File: src/include/sync_serial_map.vh
// Register map, field positions and reset values of the two-channel serial master port.
// Assumes a 32-bit APB slave on pclk; channel picked by paddr[9].
`ifndef SYNC_SERIAL_MAP_VH
`define SYNC_SERIAL_MAP_VH
`define OFF_STATUS 9'h000
`define OFF_INTPEND 9'h004
`define OFF_INTEN 9'h008
`define OFF_CONFIG 9'h020
`define OFF_ADATA 9'h024
`define OFF_CLKDIV 9'h028
`define OFF_ENABLE 9'h100
`define CH_SEL_BIT 9
`define ST_BUSY 0
`define ST_DONE 1
`define ST_UF 2
`define ST_OF 3
`define ST_BF 4
`define CFG_AO 24
`define CFG_DO 23
`define CFG_ALEN_MSB 22
`define CFG_ALEN_LSB 20
`define CFG_DLEN_MSB 19
`define CFG_DLEN_LSB 16
`define CFG_DD 11
`define CFG_AD 10
`define CFG_BM_MSB 9
`define CFG_BM_LSB 8
`define CFG_CE 7
`define CFG_DP 6
`define CFG_DL 5
`define CFG_EP 4
`define CFG_MASK 32'h01FFFFFF
`define ADATA_DIR 24
`define ADATA_ADDR_LSB 12
`define ADATA_DATA_MSB 11
`define BM_HIGH 2'h0
`define BM_LOW 2'h1
`define RST_WORD 32'h00000000
`define RST_DIV 16'h0000
`endif

File: src/rtl/sync_serial_master_port.v
// Two-channel synchronous serial master with APB register access.
// Assumes pclk is the only clock; serial data inputs are asynchronous and synchronised here.
`timescale 1ns/1ps
`include "sync_serial_map.vh"
module sync_serial_master_port (
	input wire pclk,
	input wire presetn,
	input wire psel,
	input wire penable,
	input wire pwrite,
	input wire [11:0] paddr,
	input wire [31:0] pwdata,
	output wire [31:0] prdata,
	output wire pready,
	output wire pslverr,
	output wire [1:0] sclk,
	output wire [1:0] transaction_enable_out,
	output wire [1:0] sdata_out,
	output wire [1:0] sdata_out_oe,
	input wire [1:0] sdata_in
);
	localparam [2:0] S_DIR = 3'h0;
	localparam [2:0] S_ADR = 3'h1;
	localparam [2:0] S_TA = 3'h2;
	localparam [2:0] S_DAT = 3'h3;
	localparam [2:0] S_START = 3'h4;
	localparam [2:0] S_END = 3'h5;

	// Next field of a frame
	function [2:0] nxt;
		input [2:0] s;
		input dl;
		input dd;
		input ad;
		input rdf;
		reg [2:0] fa;
		reg [2:0] fb;
		reg ea;
		reg eb;
		begin
			fa = dl ? S_ADR : S_DIR;
			fb = dl ? S_DIR : S_ADR;
			ea = dl ? ~ad : ~dd;
			eb = dl ? ~dd : ~ad;
			if (s == S_START && ea)
				nxt = fa;
			else if ((s == S_START || s == fa) && eb)
				nxt = fb;
			else if (s == S_START || s == fa || s == fb)
				nxt = rdf ? S_TA : S_DAT;
			else if (s == S_TA)
				nxt = S_DAT;
			else
				nxt = S_END;
		end
	endfunction

	reg pready_q;
	reg pslverr_q;
	reg [31:0] prdata_q;
	wire [31:0] ch_rdata [0:1];
	wire [8:0] off = paddr[8:0];
	wire chs = paddr[`CH_SEL_BIT];
	wire setup_done = psel & penable & ~pready_q;
	wire acc = psel & penable & pready_q;
	wire known = off == `OFF_STATUS || off == `OFF_INTPEND || off == `OFF_INTEN || off == `OFF_CONFIG ||
		off == `OFF_ADATA || off == `OFF_CLKDIV || off == `OFF_ENABLE;
	wire hit = known && paddr[11:10] == 2'h0;

	always @(posedge pclk or negedge presetn) begin
		if (!presetn) begin
			pready_q <= 1'b0;
			pslverr_q <= 1'b0;
			prdata_q <= `RST_WORD;
		end else begin
			pready_q <= setup_done;
			if (setup_done) begin
				prdata_q <= (hit && !pwrite) ? ch_rdata[chs] : `RST_WORD;
				pslverr_q <= ~hit;
			end else begin
				pslverr_q <= 1'b0;
			end
		end
	end

	assign pready = pready_q;
	assign pslverr = pslverr_q;
	assign prdata = prdata_q;

	genvar g;
	generate
		for (g = 0; g < 2; g = g + 1) begin : chan
			reg busy_q, done_q, uf_q, of_q, bf_q, en_q;
			reg [3:1] inten_q;
			reg [31:0] cfg_q;
			reg [31:0] adata_q;
			reg [15:0] div_q;
			reg run_q, rd_q, half_q, fin_q;
			reg [2:0] seg_q;
			reg [3:0] cnt_q;
			reg [15:0] ph_q;
			reg [11:0] rx_q;
			reg sclk_q, sen_q, dout_q, oe_q;
			reg din_s1, din_s2;
			reg cell_clk;
			reg bit_val;
			wire sel = hit && chs == g;
			wire wr_c = acc & pwrite & sel;
			wire rd_c = acc & ~pwrite & sel;
			wire w_stat = wr_c && off == `OFF_STATUS;
			wire w_ipend = wr_c && off == `OFF_INTPEND;
			wire w_adata = wr_c && off == `OFF_ADATA;
			wire r_adata = rd_c && off == `OFF_ADATA;
			wire w1c = w_stat | w_ipend;
			wire start = w_adata & ~busy_q & en_q;
			wire [2:0] alen = cfg_q[`CFG_ALEN_MSB:`CFG_ALEN_LSB];
			wire [3:0] dlen = cfg_q[`CFG_DLEN_MSB:`CFG_DLEN_LSB];
			wire [1:0] bm = cfg_q[`CFG_BM_MSB:`CFG_BM_LSB];
			wire [3:0] aidx = cfg_q[`CFG_AO] ? ({1'b0, alen} - cnt_q) : cnt_q;
			wire [3:0] didx = cfg_q[`CFG_DO] ? (dlen - cnt_q) : cnt_q;
			wire [3:0] last = (seg_q == S_ADR) ? {1'b0, alen} : (seg_q == S_DAT) ? dlen : 4'h0;
			wire tick = ph_q == div_q;
			wire [2:0] nseg = nxt(seg_q, cfg_q[`CFG_DL], cfg_q[`CFG_DD], cfg_q[`CFG_AD], rd_q);
			wire released = rd_q && (seg_q == S_TA || seg_q == S_DAT);
			wire [2:0] pend = {of_q, uf_q, done_q} & inten_q;

			// Serial clock level and bit to launch for the current cell
			always @* begin
				cell_clk = cfg_q[`CFG_CE] ^ half_q;
				bit_val = 1'b0;
				case (seg_q)
				S_DIR: begin
					bit_val = ~rd_q ^ cfg_q[`CFG_DP];
				end
				S_ADR: begin
					bit_val = adata_q[`ADATA_ADDR_LSB + aidx];
				end
				S_TA: begin
					if (bm == `BM_HIGH)
						cell_clk = 1'b1;
					else if (bm == `BM_LOW)
						cell_clk = 1'b0;
				end
				S_DAT: begin
					bit_val = adata_q[didx];
				end
				default: begin
					bit_val = 1'b0;
				end
				endcase
			end

			always @(posedge pclk or negedge presetn) begin
				if (!presetn) begin
					din_s1 <= 1'b0;
					din_s2 <= 1'b0;
				end else begin
					din_s1 <= sdata_in[g];
					din_s2 <= din_s1;
				end
			end

			// Frame sequencer
			always @(posedge pclk or negedge presetn) begin
				if (!presetn) begin
					run_q <= 1'b0;
					rd_q <= 1'b0;
					half_q <= 1'b0;
					fin_q <= 1'b0;
					seg_q <= S_END;
					cnt_q <= 4'h0;
					ph_q <= 16'h0000;
					rx_q <= 12'h000;
				end else begin
					fin_q <= 1'b0;
					if (start) begin
						run_q <= 1'b1;
						rd_q <= ~pwdata[`ADATA_DIR];
						seg_q <= nxt(S_START, cfg_q[`CFG_DL], cfg_q[`CFG_DD], cfg_q[`CFG_AD],
							~pwdata[`ADATA_DIR]);
						cnt_q <= 4'h0;
						half_q <= 1'b0;
						ph_q <= 16'h0000;
						rx_q <= 12'h000;
					end else if (run_q) begin
						ph_q <= tick ? 16'h0000 : ph_q + 16'h0001;
						if (tick) begin
							half_q <= ~half_q;
							if (half_q) begin
								if (seg_q == S_DAT && rd_q)
									rx_q[didx] <= din_s2;
								if (cnt_q == last) begin
									cnt_q <= 4'h0;
									seg_q <= nseg;
									if (nseg == S_END) begin
										run_q <= 1'b0;
										fin_q <= 1'b1;
									end
								end else begin
									cnt_q <= cnt_q + 4'h1;
								end
							end
						end
					end
				end
			end

			// Pin drivers
			always @(posedge pclk or negedge presetn) begin
				if (!presetn) begin
					sclk_q <= 1'b0;
					sen_q <= 1'b0;
					dout_q <= 1'b0;
					oe_q <= 1'b1;
				end else begin
					sclk_q <= run_q ? cell_clk : cfg_q[`CFG_CE];
					sen_q <= run_q ? ~cfg_q[`CFG_EP] : cfg_q[`CFG_EP];
					oe_q <= ~(run_q & released);
					if (run_q && !released && seg_q != S_TA)
						dout_q <= bit_val;
				end
			end

			// Registers and status
			always @(posedge pclk or negedge presetn) begin
				if (!presetn) begin
					busy_q <= 1'b0;
					done_q <= 1'b0;
					uf_q <= 1'b0;
					of_q <= 1'b0;
					bf_q <= 1'b0;
					en_q <= 1'b0;
					inten_q <= 3'h0;
					cfg_q <= `RST_WORD;
					adata_q <= `RST_WORD;
					div_q <= `RST_DIV;
				end else begin
					busy_q <= start | (busy_q & ~fin_q);
					done_q <= fin_q | (done_q & ~(w1c & pwdata[`ST_DONE]));
					of_q <= (w_adata & busy_q) | (of_q & ~(w1c & pwdata[`ST_OF]));
					uf_q <= (r_adata & ~bf_q) | (uf_q & ~(w1c & pwdata[`ST_UF]));
					bf_q <= (fin_q & rd_q) | w_adata | (bf_q & ~((fin_q & ~rd_q) | r_adata));
					if (w_adata && !busy_q)
						adata_q <= pwdata;
					else if (fin_q && rd_q)
						adata_q[`ADATA_DATA_MSB:0] <= rx_q;
					if (wr_c && off == `OFF_INTEN)
						inten_q <= pwdata[3:1];
					if (wr_c && off == `OFF_CONFIG)
						cfg_q <= pwdata & `CFG_MASK;
					if (wr_c && off == `OFF_CLKDIV)
						div_q <= pwdata[15:0];
					if (wr_c && off == `OFF_ENABLE)
						en_q <= pwdata[0];
				end
			end

			assign ch_rdata[g] = (off == `OFF_STATUS) ? {27'h0, bf_q, of_q, uf_q, done_q, busy_q} :
				(off == `OFF_INTPEND) ? {28'h0, pend, 1'b0} :
				(off == `OFF_INTEN) ? {28'h0, inten_q, 1'b0} :
				(off == `OFF_CONFIG) ? cfg_q :
				(off == `OFF_ADATA) ? adata_q :
				(off == `OFF_CLKDIV) ? {16'h0, div_q} :
				(off == `OFF_ENABLE) ? {31'h0, en_q} : `RST_WORD;
			assign sclk[g] = sclk_q;
			assign transaction_enable_out[g] = sen_q;
			assign sdata_out[g] = dout_q;
			assign sdata_out_oe[g] = oe_q;
		end
	endgenerate
endmodule // sync_serial_master_port

File: config.mk
export PLATFORM = sky130hd
export DESIGN_NAME = sync_serial_master_port
export DESIGN_NICKNAME = d
export VERILOG_FILES = /design/src/rtl/sync_serial_master_port.v
export VERILOG_INCLUDE_DIRS = /design/src /design/src/include
export SDC_FILE = /design/constraint.sdc
export NUM_CORES = 1
export LEC_CHECK = 0
export BUFFER_PORTS_ARGS = -buffer_cell sky130_fd_sc_hd__buf_4
export CAP_MARGIN = 30
export CORE_ASPECT_RATIO = 1.5
export CORE_MARGIN = 2
export CORE_UTILIZATION = 52
export DETAILED_ROUTE_END_ITERATION = 12
export GPL_TIMING_DRIVEN = 0
export PLACE_DENSITY = 0.82
export SLEW_MARGIN = 25
export SYNTH_ARGS = -nofsm -noshare
export SYNTH_HDL_FRONTEND = slang
export SYNTH_SLANG_ARGS = --single-unit
File: constraint.sdc
create_clock -name pclk -period 4 [get_ports pclk]
set_clock_uncertainty 0.05 [all_clocks]
set_input_delay 0.8 -clock pclk [delete_from_list [all_inputs] [get_ports pclk]]
set_output_delay 0.8 -clock pclk [all_outputs]
set_load 0.1 [all_outputs]
Word level (Yosys, flattened, before mapping)
Index checks and enable logic that the tools add are counted.
{ "op_classes": {"add_sub_neg": 10, "multipliers": 0, "div_mod_pow": 0, "magnitude_cmp": 9, "n_eq_ne": 28, "n_shift": 0, "n_mux": 146, "bitwise_logic": 93, "reduce_logical": 81} }
{ "op_table": {"columns": ["op", "count"], "rows": [
  ["2-to-1 mux 32 bit", 14],
  ["2-to-1 mux 12 bit", 14],
  ["2-to-1 mux 16 bit", 8],
  ["2-to-1 mux 4 bit", 18],
  ["2-to-1 mux 1 bit", 60],
  ["2-to-1 mux 3 bit", 18],
  ["bitwise AND 1 bit", 39],
  ["logical AND 1 bit", 38],
  ["adder 16 x 1 -> 16 bit (second input constant)", 2],
  ["== test 16 bit", 2],
  ["inverter 1 bit", 31],
  ["== test 9 x 6 -> 1 bit (second input constant)", 3],
  ["bitwise mux 12 bit", 2],
  ["nonzero test 2 bit", 12],
  ["bitwise OR 1 bit", 16],
  ["AND reduction 4 bit", 4],
  ["== test 3 x 2 -> 1 bit (second input constant)", 4],
  ["== test 3 bit", 4],
  ["== test 3 bit (second input constant)", 4],
  ["logical OR 1 bit", 12],
  ["< comparator 4 x 6 -> 1 bit (second input constant)", 2],
  ["< comparator 5 x 6 -> 1 bit (second input constant)", 2],
  ["adder 4 x 4 -> 5 bit (first input constant)", 2],
  ["binary-select mux 1 bit (select 5 bit)", 2],
  ["other kinds (26)", 54]
]} }
{ "word_totals": {"regBits": 288, "latch_bits": 0, "mem_bits_rw": 0, "rom_bits": 0, "word_cells": 420, "n_memories": 0} }

Longest topological paths before layout
{ "logic_depth": {"word_depth": 16, "ltp_mapped": 13} }

Least setup slack after synthesis
OpenSTA, ideal clock, no wires.
{ "synth_timing": {"path_type": "register to register", "from": "register chan[1].cnt_q[2]", "to": "register chan[1].dout_q", "setup_time_ps": 138, "t_arrival_ps": 2653, "t_required_ps": 3812, "setup_slack_ps": 1159, "stages_incl_launch_ff": 14, "path_buffers": 1, "synth_period_minus_slack_ps": 2841, "cell_sequence": "dfrtp_1 > clkbuf_1 > inv_1 > ha_1 > xnor2_1 > nand2_1 > o21ai_0 > inv_1 > ha_1 > nand3b_1 > a221oi_1 > o21ai_1 > a311oi_1 > or4_1"} }
{ "synth_between": {"elab_chain_cells": 6} }
{ "synth_lines": {"columns": ["item", "line", "source"], "rows": [
  ["start, declared", "sync_serial_master_port.v:100", "reg [3:0] cnt_q;"],
  ["start signal, assigned", "sync_serial_master_port.v:200", "cnt_q <= cnt_q + 4'h1;"],
  ["subtractor 3 x 4 -> 4 bit", "sync_serial_master_port.v:119", "wire [3:0] aidx = cfg_q[`CFG_AO] ? ({1'b0, alen} - cnt_q) : cnt_q;"],
  ["2-to-1 mux 4 bit", "sync_serial_master_port.v:119", null],
  ["adder 4 x 4 -> 5 bit (no line)", null, null],
  ["binary-select mux 1 bit (select 5 bit)", "sync_serial_master_port.v:136", "bit_val = adata_q[`ADATA_ADDR_LSB + aidx];"],
  ["2-to-1 mux 1 bit", "sync_serial_master_port.v:136", null],
  ["one-hot mux 1 bit (3 select lines) *", "sync_serial_master_port.v:131", "case (seg_q)"],
  ["end signal, assigned", "sync_serial_master_port.v:220", "dout_q <= bit_val;"],
  ["end, declared", "sync_serial_master_port.v:103", "reg sclk_q, sen_q, dout_q, oe_q;"]
]} }
Mark *: on every way between the ends. The rest lies on a longest branch, timed or not. The select of a mux whose other input is x is not followed.
A chain may end at the register's enable or synchronous reset.

Final worst setup path
{ "layout_timing": {"from": "register chan[1].cfg_q[20]", "to": "register chan[1].dout_q"} }
{ "layout_between": {"elab_chain_cells": 6} }
{ "layout_lines": {"columns": ["item", "line", "source"], "rows": [
  ["start, declared", "sync_serial_master_port.v:95", "reg [31:0] cfg_q;"],
  ["start signal, assigned", "sync_serial_master_port.v:234", "cfg_q <= `RST_WORD;"],
  ["start signal, assigned", "sync_serial_master_port.v:250", "cfg_q <= pwdata & `CFG_MASK;"],
  ["subtractor 3 x 4 -> 4 bit", "sync_serial_master_port.v:119", null],
  ["2-to-1 mux 4 bit", "sync_serial_master_port.v:119", null],
  ["adder 4 x 4 -> 5 bit (no line)", null, null],
  ["binary-select mux 1 bit (select 5 bit)", "sync_serial_master_port.v:136", null],
  ["2-to-1 mux 1 bit", "sync_serial_master_port.v:136", null],
  ["one-hot mux 1 bit (3 select lines)", "sync_serial_master_port.v:131", null]
]} }
No other way between the ends. The select of a mux whose other input is x is not followed.

==> flow_summary.toml <==
[power]
leakage_nw = 8.271
p_per_area_mw_per_mm2 = 407.0
p_total_mw = 7.418
peakVddDrop_mv = 0.3171

[timing]
fmax_mhz = 290.8
tns_ns = 0
hold_viol_final = 0
slew_violations = 0
fin_ws_ns = 0.5606
worst_pin_slew_ns = 1.061
finalCriticalPeriod_ns = 3.439
setup_violations = 0
slew_headroom = 0.2865
rsz0062_at_grt = "false"
period_share = 0.8598

[logic_synthesis]
ys_seq_area_frac = 0.4504
synth_edf_count = 0
ys.warnings.count = 0
synth_area_sq_mm = 0.01602
yosys.area_share.simple = 0.1459
syn_avg_cell_area_sq_um = 10.27
synth_cells = 1560
synth_compound_area_frac = 0.1273
synth_top_family_by_area = "multiplexers"
synthAdderAreaFrac = 0.01906
yosys.area.top_type_share = 0.4406
synth_most_common_cell = "dfrtp_1"
ys.flop_type = "dfrtp_1"
synth_area_leader_cell = "dfrtp_1"
ys_types = 86
synth_nets = 1633
muxShareOfSynthArea = 0.1887
ys_seq_elements = 288
synthArstFlopShare = 1.000
ys_top_cells_by_count = "282 x dfrtp_1, 154 x nand2_1, 140 x mux2_2"
synth-xor-area-share = 0.03336
ys_top_cells_by_area = "dfrtp_1 44%, mux2_2 9.8%, mux2i_1 7.8%"

[floorplanning]
ios = 93
num_rows = 78
fp.dieW_microns = 147.3
start_util = 0.5294
die_area_sq_mm = 0.03225
die_h_microns = 218.9
coreArea_sq_mm = 0.03025

[placed_design]
place.gp.congestion = 0.9841
pre_cts_slack_ns = 0.4611
placed_area_sq_mm = 0.01725
dp_hpwl_microns = 35960
portBuffers = 85

[drt]
wl_per_cell_microns = 23.13
vias = 13380
vias_per_cell = 6.382
postRouteWirelength_microns = 48480
drtIter0Drc = 1262
firstDrtPassIters = 6
drcViolationCount = 0
drtAntennaViolNets = 0

[layout]
multiInputGateArea_sq_mm = 0.008237
fillers = 2492
regArea_sq_mm = 0.007214
final_cell_area_sq_mm = 0.01822
area_growth_pct = 13.78
diodes = 0
layout-drive-gt1-share = 0.2058
final_util = 0.6024
final_nets = 1751

[worst_setup_path]
arrival_ns = 3.82
worstSetupPathType = "reg -> reg"
cp-end-kind = "flip-flop"
start_kind = "flip-flop"
crit_required_ns = 4.38
worstReg2RegEnd = "chan[1].dout_q"
r2r.worst_path.cells = 13
worstSetupStartpoint = "chan[1].cfg_q[20]"
rr_startpoint = "chan[1].cfg_q[20]"
critPathCapture = "chan[1].dout_q"
path_max_fanout = 5
r2r_slack_ns = 0.56

[worst_hold_path]
hp-class = "in -> async"

[global_route]
grt_remaining_overflow = 0
grt_pass1_vias = 13260
grt_pass1_wl_microns = 74880
grt_max_degree = 89
grtUsageTotal = 0.3017
antenna_found_initial = 0

[clock_network]
cts_buffer_depth = 3
cts_tree = "built"
cts.sinks = 288
cts_setup_buffers = 0
clkTransAtPathRegs_ns = 0.07
cts_made_buffers = 28
root_buffer = "clkbuf_16"
cts_hold_buf = 0
cts.repair.resized = 0
clkLatencyLatePin_ns = 0.57
htree_levels = 1

[job]
cap_violations = 0

[run_status]
status = "complete, no violations"
## worst min path at each step
stage	startpoint	to	slack, ns	cells after the start
3_3_place_gp	chan[1].din_s1	chan[1].din_s2	0.28	0
5_1_grt	presetn	chan[0].ph_q[15]	0.15	1
4_1_cts	presetn	chan[0].ph_q[15]	0.14	1
6_report	presetn	chan[0].ph_q[15]	0.12	1
3_5_place_dp	chan[0].din_s1	chan[0].din_s2	0.29	0
2_1_floorplan	chan[0].din_s1	chan[0].din_s2	0.28	0
## cell families (layout without fill, tap and decap cells)
logic type | count (synthesis) | in the layout
adders and majority gates | 22 | 22
and+or+nand+nor | 460 | 460
DFF | 288 | 288
muxes | 275 | 275
buffers and inverters | 128 | 264
xor gates and xnor gates | 61 | 61
AOI/OAI and AO/OA | 326 | 326
## routing by layer
metal  share of wire  vias up  GRT usage
met5               0        -          0
met4           0.069        0     0.1853
met3           0.074      188    0.04158
met2            0.49      739     0.5136
met1            0.37     6558     0.3628
li1                -     5891          -
## state kept, by name (all words and copies together), names as in the netlist, 6 cells and up
signal / count
chan.rx_q: 24
chan.adata_q: 64
chan.inten_q: 6
prdata: 32
chan.div_q: 32
chan.cfg_q: 50
chan.ph_q: 32
chan.cnt_q: 8
chan.seg_q: 6
## area by class of cell
| type | count | share of cell area |
|---|---|---|
| multi-input cells | 1144 | 0.4520 |
| flip-flops and latches | 288 | 0.3959 |
| clock buffers | 40 | 0.04428 |
| repair buffers | 88 | 0.03996 |
| well taps | 400 | 0.02746 |
| plain buffers | 100 | 0.02527 |
| clock inverters | 8 | 0.009406 |
| inverters | 28 | 0.005767 |
## per-stage QoR
step | cells | hold WS [ns]
3_5_place_dp | 2048 | 0.2920
4_1_cts | 2096 | 0.1403
6_report | 2096 | 0.1158
2_1_floorplan | 1560 | 0.2812
3_3_place_gp | 2045 | 0.2817
5_1_grt | 2096 | 0.1517
## power breakdown
part | internal, mW | total [mW] | switching [mW]
Combinational | 0.497 | 1.47 | 0.974
Clock | 1.72 | 2.88 | 1.16
Sequential | 3.00 | 3.07 | 0.0742
Total | 5.21 | 7.42 | 2.21
## critical path: stages (launching register included)
cell and delay (ns):
dfrtp_1 0.48, inv_1 0.09, ha_1 0.24, fa_1 0.41, xnor2_1 0.27, nand2_1 0.08
o21ai_0 0.25, inv_1 0.19, ha_1 0.35, nand3b_1 0.11, a221oi_1 0.05, o21ai_1 0.11
a311oi_1 0.11, or4_1 0.50
## layout by cell type, fill, tap and decap left out, drive strengths merged, types with 10 or more instances in the layout
cell type  count
a22o          17
nor4          16
nand3b        15
inv           29
ha            18
and3          14
a21oi         75
o22ai         23
xor2          14
nand3         31
nand2        155
nor3b         12
a22oi         10
o211ai        15
nand2b        13
buf          135
mux2i        126
nor2         110
xnor2         47
clkbuf        93
nand4         15
dfrtp        282
nor2b         12
mux2         142
nor3          27
o21ai        115
No activity file was read; power rests on OpenSTA's default activity.
